**config.mk**
```make
export PLATFORM = sky130hd
export DESIGN_NAME = mps_sequencer
export DESIGN_NICKNAME = d
export VERILOG_FILES = /design/src/logic/mps_pkg.sv /design/src/logic/mps_sequencer.sv
export SDC_FILE = /design/constraint.sdc
export NUM_CORES = 1
export LEC_CHECK = 0
export BUFFER_PORTS_ARGS = -buffer_cell sky130_fd_sc_hd__buf_2
export CAP_MARGIN = 20
export CORE_MARGIN = 2
export CORE_UTILIZATION = 40
export CTS_BUF_LIST = sky130_fd_sc_hd__clkbuf_2 sky130_fd_sc_hd__clkbuf_4 sky130_fd_sc_hd__clkbuf_8
export DETAILED_ROUTE_END_ITERATION = 10
export PLACE_DENSITY = 0.64
export SLEW_MARGIN = 30
export SYNTH_ARGS = -nofsm -noshare
export SYNTH_HDL_FRONTEND = slang
export SYNTH_SLANG_ARGS = --single-unit
```
**constraint.sdc**
```tcl
create_clock -name clk_i -period 5.2 [get_ports clk_i]
set_clock_uncertainty 0.2 [all_clocks]
set_input_delay 0.26 -clock clk_i [delete_from_list [all_inputs] [get_ports clk_i]]
set_output_delay 0.26 -clock clk_i [all_outputs]
set_load 0.02 [all_outputs]
```
**src/logic/mps_pkg.sv**
```systemverilog
/*
 * Package for the multiphase PWM sequencer: timing constants, widths,
 * mode and state enumerations and the packed carriers of the design.
 * Assumes a single 20 MHz clock domain.
 */
`default_nettype none
package mps_pkg;
    // ------------------------------------------------------------------
    // Clock and timing
    // ------------------------------------------------------------------
    localparam int unsigned CLK_HZ = 20_000_000; // System clock rate
    localparam int unsigned POR_DELAY_US = 2600; // 2.6 ms from POR crossing
    // Least time, rounded up to whole cycles
    localparam int unsigned POR_DELAY_CYC =
        (POR_DELAY_US * (CLK_HZ / 1_000_000) + 0) ;
    localparam int unsigned SS_STEP_CYC = 20;    // Cycles per soft-start step
    localparam int unsigned CNT_W = 16;          // Width of the delay counter
    localparam int unsigned DAC_W = 8;           // Target DAC code width
    localparam int unsigned NPH = 3;             // Primary rail slices
    localparam logic [DAC_W-1:0] DAC_RST = 8'h00; // DAC start value
    localparam logic [1:0] SLOT_FIRST = 2'h0;    // Rotation start slot

    // ------------------------------------------------------------------
    // Types
    // ------------------------------------------------------------------
    // Primary rail phase count
    typedef enum logic [1:0] {
        MPS_PH1 = 2'h1,
        MPS_PH2 = 2'h2,
        MPS_PH3 = 2'h3
    } mps_phases_e;

    // Start-up sequencer states
    typedef enum logic [1:0] {
        ST_OFF,
        ST_WAIT,
        ST_RAMP,
        ST_RUN
    } mps_state_e;

    // Comparator events from one rail (pulses)
    typedef struct packed {
        logic [NPH-1:0] window_hit;  // Slave ramp reached window threshold
        logic [NPH-1:0] zero_cross;  // Phase node reached zero
        logic master_hit;            // Master ramp reached error-amp level
    } mps_cmp_s;

    // Gate-side outputs of one rail
    typedef struct packed {
        logic [NPH-1:0] pwm;            // PWM outputs
        logic [NPH-1:0] low_side_gate;  // Low-side gate enables
        logic [NPH-1:0] phase_clock;    // Phase clock pulses
    } mps_gate_s;
endpackage
`default_nettype wire

```
**src/logic/mps_sequencer.sv**
```systemverilog
/*
 * Multiphase PWM sequencer top: master clock one-shot, round-robin phase
 * distribution, per-slice PWM latches, reverse-current block on the
 * low-side gates and the start-up sequencer for both rails.
 * Assumes comparator inputs are synchronous single-cycle pulses or levels
 * and that the analog modulator restarts its ramp on ramp_reset_o.
 */
// Notes on behaviour
// - Primary rail one to three phases, secondary single
// - Master comparator event gives one pulse, ramp restart
// - Three-phase mode rotates pulses over phases 1,2,3
// - Two-phase mode alternates pulses between phases 1,2
// - Single-phase mode routes every pulse to phase 1
// - Phase clock pulse sets slice PWM high
// - Window comparator event drives slice PWM low
// - Block mode turns low gate off at zero
// - Start needs POR good and regulator request high
// - Soft-start steps DAC toward latest target command
// - Ramp done: power good high, attention low
// - Request high at POR: start after 2.6 ms
`timescale 1ns/10ps
`default_nettype none
module mps_sequencer (
    // Clock and reset
    input wire logic clk_i,
    input wire logic rst_n_i,
    // Supply and host control
    input wire logic por_ok_i,
    input wire logic regulator_on_request_i,
    input wire logic reverse_current_block_mode_i,
    input wire mps_pkg::mps_phases_e phases_i,
    // Target voltage command
    input wire logic set_target_voltage_cmd_i,
    input wire logic [mps_pkg::DAC_W-1:0] target_code_i,
    // Comparators, primary and secondary rail
    input wire mps_pkg::mps_cmp_s pri_cmp_i,
    input wire mps_pkg::mps_cmp_s sec_cmp_i,
    // Gate outputs
    output mps_pkg::mps_gate_s pri_gate_o,
    output mps_pkg::mps_gate_s sec_gate_o,
    output logic [1:0] ramp_reset_o,
    // Status outputs
    output logic [mps_pkg::DAC_W-1:0] dac_code_o,
    output logic power_good_out_o,
    output logic alert_n_o
);
    import mps_pkg::*;
    // One clock domain; comparator inputs are taken as clean synchronous
    // pulses, so no input stage sits in front of the logic

    // ------------------------------------------------------------------
    // Reset synchroniser
    // ------------------------------------------------------------------
    logic [1:0] rst_sync_q; // Release shifter
    logic rst_n;            // Synchronised reset
    // Asserts at once, releases after two edges
    always_ff @(posedge clk_i or negedge rst_n_i) begin
        if (!rst_n_i) begin
            rst_sync_q <= 2'h0;
        end else begin
            rst_sync_q <= {rst_sync_q[0], 1'b1};
        end
    end
    // Only the second stage is read, so a release close to an edge never
    // reaches the logic as a half-settled level
    assign rst_n = rst_sync_q[1];

    // ------------------------------------------------------------------
    // Start-up sequencer
    // ------------------------------------------------------------------
    mps_state_e state_q;               // Sequencer state
    logic [CNT_W-1:0] cnt_q;           // Delay / step counter
    logic [DAC_W-1:0] target_q;        // Latest commanded target
    logic [DAC_W-1:0] dac_q;           // Ramping DAC value
    logic por_q;                       // POR level one cycle ago
    logic active;                      // Switching allowed
    // Counters load one less than the span, since the cycle at zero is
    // the last cycle of that span
    localparam logic [CNT_W-1:0] POR_CNT = CNT_W'(POR_DELAY_CYC - 1);
    localparam logic [CNT_W-1:0] STEP_CNT = CNT_W'(SS_STEP_CYC - 1);

    // Remember the most recent target command
    // A command during the ramp retargets it; one in run applies at once
    always_ff @(posedge clk_i or negedge rst_n) begin
        if (!rst_n) begin
            target_q <= DAC_RST;
        end else if (set_target_voltage_cmd_i) begin
            target_q <= target_code_i;
        end
    end

    // Track POR for rising-crossing detection
    // Resets low: a supply already good when reset lifts with the request
    // high counts as a crossing and waits out the full delay, the safe side
    always_ff @(posedge clk_i or negedge rst_n) begin
        if (!rst_n) begin
            por_q <= 1'b0;
        end else begin
            por_q <= por_ok_i;
        end
    end

    // Sequencer state, counter and DAC ramp
    always_ff @(posedge clk_i or negedge rst_n) begin
        if (!rst_n) begin
            state_q <= ST_OFF;
            cnt_q <= '0;
            dac_q <= DAC_RST;
        end else if (!por_ok_i || !regulator_on_request_i) begin
            // Losing supply or request drops back to idle
            state_q <= ST_OFF;
            cnt_q <= '0;
            dac_q <= DAC_RST;
        end else begin
            unique case (state_q)
                ST_OFF: begin
                    if (!por_q) begin
                        // Request already high at POR crossing
                        state_q <= ST_WAIT;
                        cnt_q <= POR_CNT;
                    end else begin
                        // Supply good for a while: start stepping now
                        state_q <= ST_RAMP;
                        cnt_q <= STEP_CNT;
                    end
                end
                ST_WAIT: begin
                    // Hold off switching for the power-on delay
                    if (cnt_q == '0) begin
                        state_q <= ST_RAMP;
                        cnt_q <= STEP_CNT;
                    end else begin
                        cnt_q <= cnt_q - 1'b1;
                    end
                end
                ST_RAMP: begin
                    // One code per step toward the target
                    if (dac_q == target_q) begin
                        state_q <= ST_RUN;
                    end else if (cnt_q == '0) begin
                        cnt_q <= STEP_CNT;
                        dac_q <= (dac_q < target_q) ? dac_q + 1'b1
                                                    : dac_q - 1'b1;
                    end else begin
                        cnt_q <= cnt_q - 1'b1;
                    end
                end
                ST_RUN: begin
                    // Later commands are applied directly
                    // Stepping is for start-up only, not for run changes
                    dac_q <= target_q;
                end
            endcase
        end
    end
    // Switching is allowed from the first ramp step on
    assign active = (state_q == ST_RAMP) || (state_q == ST_RUN);

    // Status outputs, registered
    // Both pins come from one state, so they move on the same edge
    always_ff @(posedge clk_i or negedge rst_n) begin
        if (!rst_n) begin
            power_good_out_o <= 1'b0;
            alert_n_o <= 1'b1;
            dac_code_o <= DAC_RST;
        end else begin
            power_good_out_o <= (state_q == ST_RUN);
            alert_n_o <= !(state_q == ST_RUN);
            dac_code_o <= dac_q;
        end
    end

    // ------------------------------------------------------------------
    // Phase rotation
    // ------------------------------------------------------------------
    // Next slot in the rotation for a given phase count
    // A count of zero wraps only at slot 3, where no slice listens, and
    // enables no slice at all, so all pulses are lost; zero must not be used
    function automatic logic [1:0] next_slot(input logic [1:0] s,
                                             input mps_phases_e p);
        logic [1:0] last;
        last = 2'(p) - 2'h1;
        next_slot = (s >= last) ? SLOT_FIRST : s + 2'h1;
    endfunction

    logic [1:0] slot_q;           // Primary slot to receive the next pulse
    logic [NPH-1:0] pri_clk;      // Primary phase clocks this cycle
    logic [NPH-1:0] sec_clk;      // Secondary phase clock this cycle

    // Advance on every master pulse; reset to phase 1 while idle
    // Lowering the count while running can send one pulse to a slice
    // that is off; change the count only while idle
    always_ff @(posedge clk_i or negedge rst_n) begin
        if (!rst_n) begin
            slot_q <= SLOT_FIRST;
        end else if (!active) begin
            slot_q <= SLOT_FIRST;
        end else if (pri_cmp_i.master_hit) begin
            slot_q <= next_slot(slot_q, phases_i);
        end
    end

    // Decode the slot into a one-hot phase clock
    // Only one bit is ever set, so phases can never overlap their clocks
    always_comb begin
        pri_clk = '0;
        sec_clk = '0;
        if (active && pri_cmp_i.master_hit) begin
            pri_clk[slot_q] = 1'b1;
        end
        if (active && sec_cmp_i.master_hit) begin
            sec_clk[0] = 1'b1;
        end
    end

    // One-shot master pulse restarts each rail's ramp
    // Registered like the phase clocks, so the ramp restart and the
    // phase clock leave on the same edge
    always_ff @(posedge clk_i or negedge rst_n) begin
        if (!rst_n) begin
            ramp_reset_o <= 2'h0;
        end else begin
            ramp_reset_o <= {active & sec_cmp_i.master_hit,
                             active & pri_cmp_i.master_hit};
        end
    end

    // ------------------------------------------------------------------
    // Phase slices
    // ------------------------------------------------------------------
    // Slices above the phase count and unused secondary slices stay off
    logic [NPH-1:0] pri_en; // Primary slice in use
    logic [NPH-1:0] sec_en; // Secondary slice in use
    // The secondary rail is single phase by construction
    assign sec_en = 3'h1;

    // One slice per bit; the secondary rail reuses the same loop with
    // only its first slice enabled
    genvar g;
    generate
        for (g = 0; g < NPH; g++) begin : g_slice
            assign pri_en[g] = (g < int'(phases_i));

            // Primary slice: set on clock, clear on window hit
            always_ff @(posedge clk_i or negedge rst_n) begin
                if (!rst_n) begin
                    pri_gate_o.pwm[g] <= 1'b0;
                    pri_gate_o.low_side_gate[g] <= 1'b0;
                    pri_gate_o.phase_clock[g] <= 1'b0;
                end else if (!active || !pri_en[g]) begin
                    pri_gate_o.pwm[g] <= 1'b0;
                    pri_gate_o.low_side_gate[g] <= 1'b0;
                    pri_gate_o.phase_clock[g] <= 1'b0;
                end else begin
                    pri_gate_o.phase_clock[g] <= pri_clk[g];
                    // A clock beats a window hit in the same cycle, so a
                    // new period is never cut short at its start
                    if (pri_clk[g]) begin
                        pri_gate_o.pwm[g] <= 1'b1;
                        pri_gate_o.low_side_gate[g] <= 1'b0;
                    end else if (pri_cmp_i.window_hit[g]) begin
                        // End of on-time: the low side takes over
                        pri_gate_o.pwm[g] <= 1'b0;
                        pri_gate_o.low_side_gate[g] <= 1'b1;
                    end else if (reverse_current_block_mode_i &&
                                 pri_cmp_i.zero_cross[g]) begin
                        // Zero at the node: stop before current reverses
                        pri_gate_o.low_side_gate[g] <= 1'b0;
                    end
                end
            end

            // Secondary slice: same architecture, slice 0 only
            always_ff @(posedge clk_i or negedge rst_n) begin
                if (!rst_n) begin
                    sec_gate_o.pwm[g] <= 1'b0;
                    sec_gate_o.low_side_gate[g] <= 1'b0;
                    sec_gate_o.phase_clock[g] <= 1'b0;
                end else if (!active || !sec_en[g]) begin
                    sec_gate_o.pwm[g] <= 1'b0;
                    sec_gate_o.low_side_gate[g] <= 1'b0;
                    sec_gate_o.phase_clock[g] <= 1'b0;
                end else begin
                    sec_gate_o.phase_clock[g] <= sec_clk[g];
                    // Same priority as the primary slices: the clock
                    // wins over a window hit in the same cycle
                    if (sec_clk[g]) begin
                        sec_gate_o.pwm[g] <= 1'b1;
                        sec_gate_o.low_side_gate[g] <= 1'b0;
                    end else if (sec_cmp_i.window_hit[g]) begin
                        // End of on-time: the low side takes over
                        sec_gate_o.pwm[g] <= 1'b0;
                        sec_gate_o.low_side_gate[g] <= 1'b1;
                    end else if (reverse_current_block_mode_i &&
                                 sec_cmp_i.zero_cross[g]) begin
                        // Zero at the node: stop before current reverses
                        sec_gate_o.low_side_gate[g] <= 1'b0;
                    end
                end
            end
        end
    endgenerate
endmodule
`default_nettype wire

```
==> flow_metrics.tcl <==
set metrics [dict create \
    outcome "finished, final reports clean" \
    leakage_uw 0.002034 \
    syn_area_um2 3400 \
    cts_resized 0 \
    final_cell_mix "60 x dfrtp_1, 49 x buf_2, 36 x o21ai_0, 30 x nand2_1, 29 x ha_1" \
    wire_per_inst_um 13.51 \
    relSlewSlack 0.4733 \
    grt_overflow 0 \
    grt_start_max_net_pins 61 \
    cp_max_fo 8 \
    fin_area_um2 4076 \
    die_area_um2 9253 \
    finalSetupTns_ns 0 \
    criticalPathCategory "register to register" \
    synth-edff-count 0 \
    cp-start-kind "register" \
    drtPass1Iterations 4 \
    syn_inst 342 \
    cts_tree "built" \
    grt_pass1_wl_um 11960 \
    rows 33 \
    nFillCells 754 \
    ys_seq_area_frac 0.4568 \
    placed_cell_area_um2 3714 \
    fp.dieW_um 96.19 \
    post-cts-setup-buffers 0 \
    powerDensity_nw_per_um2 306.0 \
    drv_slew 0 \
    whs_ns 0.01113 \
    finalHoldViolations 0 \
    synthArstFlopShare 1.000 \
    finalNetCount 466 \
    syn_to_final_growth_pct 19.91 \
    grt_pass1_vias 2587 \
    n_antenna_cell 0 \
    rsz0062_at_grt "false" \
    io_pins 60 \
    hold_class "primary input to register" \
    cts-root-buf "clkbuf_8" \
    yosysTopAreaCell "dfrtp_1" \
    num_vias 2662 \
    routed_wl_um 6971 \
    synth-seq-cells 62 \
    clk_pin_slew_ns 0.07 \
    tightestPinTransition_ns 0.7864 \
    reg2reg_depth 11 \
    dpl.hpwl_um 5005 \
    fin_crit_sh 0.6970 \
    fin_crit_ns 3.624 \
    drt_first_iter_violations 90 \
    mostFrequentLayoutCell "dfrtp_1" \
    layout-drive-gt1-share 0.1873 \
    fmax_ghz 0.2759 \
    finalSetupViolCount 0 \
    yosys_warnings 0 \
    drc 0 \
    io_buffers 49 \
    die_h_um 96.19 \
    antenna_left 0 \
    ir_drop_mv 0.1477 \
    clk_latency_ns 0.34 \
    totalPowerFinal_uw 1248 \
    finalWeightedCongestion 0.8879 \
    antenna_found_initial 0 \
    maxCapViolations 0 \
    ys.flop_type "dfrtp_1" \
    crit_arrival_ns 3.67 \
    avgSynthCellArea_um2 9.940 \
    final_util 0.4961 \
    synthTopCellsByArea "dfrtp_1 45%, ha_1 11%, o21ai_0 5.3%" \
    drt-vias-per-instance 5.159 \
    h-tree-depth 3 \
    holdBufCountCts 14 \
    start_util 0.4137 \
    cp-end-kind "register" \
    track_usage 0.1691 \
    required_ns 5.25 \
    clkSinkCount 62 \
    cts_buffers 9 \
    synth_cell_types 51 \
    hold_path_depth 3 \
    clockBufferDepth 2 \
    core-area_um2 8217 \
    synth_top_area_frac 0.4490 \
]
[kinds of logic after synthesis]
logic type      Yosys count  synth area share
mux                       3          0.009569
fa+ha+maj                30            0.1126
other cells               2          0.002209
simple gates            107            0.1671
buf+inv                  38           0.05079
xor+xnor                 12           0.03092
compound gates           88            0.1700
flops                    62            0.4568
[synth_stat cells (2+ instances only)]
master and number:
and3_1 4, mux2_2 2, nor3_1 11, nand2_1 30, or4_1 2, a21oi_1 19
conb_1 2, dfrtp_1 61, o21ai_0 36, or3_1 2, xnor2_1 8, inv_1 22
o21bai_1 3, a211oi_1 2, clkbuf_1 7, a22o_1 8, a2111oi_0 2, xor2_1 4
a21o_1 3, nor2b_1 2, nand2b_1 6, nor4_1 4, nand4_1 2, and4_1 3
buf_4 8, ha_1 29, nor2_1 25, o31ai_1 5, nand3_1 8
[layer usage]
metal  up-vias  global-route usage  wire, um
li1       1336                   -         -
met1      1284              0.2118      3186
met2        33              0.2830      3504
met3         9             0.04699       180
met4         0             0.05238       100
met5         -                   0         0
[critical path, cell delays in order (launching register included)]
cell and delay [ns]:
dfrtp_1 0.46, ha_1 0.34, nand2_1 0.05, o21ai_0 0.33
nand2b_1 0.38, ha_1 0.30, a21oi_1 0.17, nor2_1 0.07
a2111oi_0 0.60, o21ai_0 0.25, xor2_1 0.20, o31ai_1 0.18
[flip-flops by register name (all words and copies together), names as in the netlist]
| signal | count |
|---|---|
| state_q | 2 |
| alert_n_o | 1 |
| slot_q | 2 |
| power_good_out_o | 1 |
| sec_gate_o | 2 |
| ramp_reset_o | 2 |
| dac_q | 8 |
| por_q | 1 |
| cnt_q | 16 |
| pri_gate_o | 9 |
| rst_sync_q | 2 |
| target_q | 8 |
| dac_code_o | 8 |
[path summary, 6_finish.rpt]
check,from,end,slack (ns)
worst max-delay path,dac_q[7],dac_q[7],1.58
min in group asynchronous,rst_n_i,rst_sync_q[0],0.03
max in group asynchronous,rst_sync_q[1],pri_gate_o[4],4.10
worst max register to register,dac_q[7],dac_q[7],1.58
worst min-delay path,sec_cmp_i[4],sec_gate_o[3],0.01
worst min register to register,rst_sync_q[0],rst_sync_q[1],0.15
[area by class of cell]
| class | instances | area, um2 | share of cell area |
|---|---|---|---|
| Clock buffer | 12 | 152.6 | 0.03745 |
| Clock inverter | 4 | 70.07 | 0.01719 |
| Inverter | 22 | 82.58 | 0.02026 |
| Multi-Input combinational cell | 247 | 1693 | 0.4153 |
| Sequential cell | 62 | 1554 | 0.3812 |
| Tap cell | 105 | 131.4 | 0.03223 |
| Timing Repair Buffer | 64 | 392.9 | 0.09638 |
[power by group]
part           leakage (uW)  total (uW)  internal, uW  switching, uW
registers          0.000831         529           507           22.0
logic               0.00109         245          94.2            150
clock network      0.000117         474           292            182
[metrics by stage]
stage | setup WS, ns | instances
6_report | 1.576 | 516
5_1_grt | 1.071 | 516
4_1_cts | 1.551 | 516
3_5_place_dp | 1.556 | 486
3_3_place_gp | 1.592 | 486
2_1_floorplan | 2.070 | 347
Note: power is estimated with default switching activity, not from simulation.
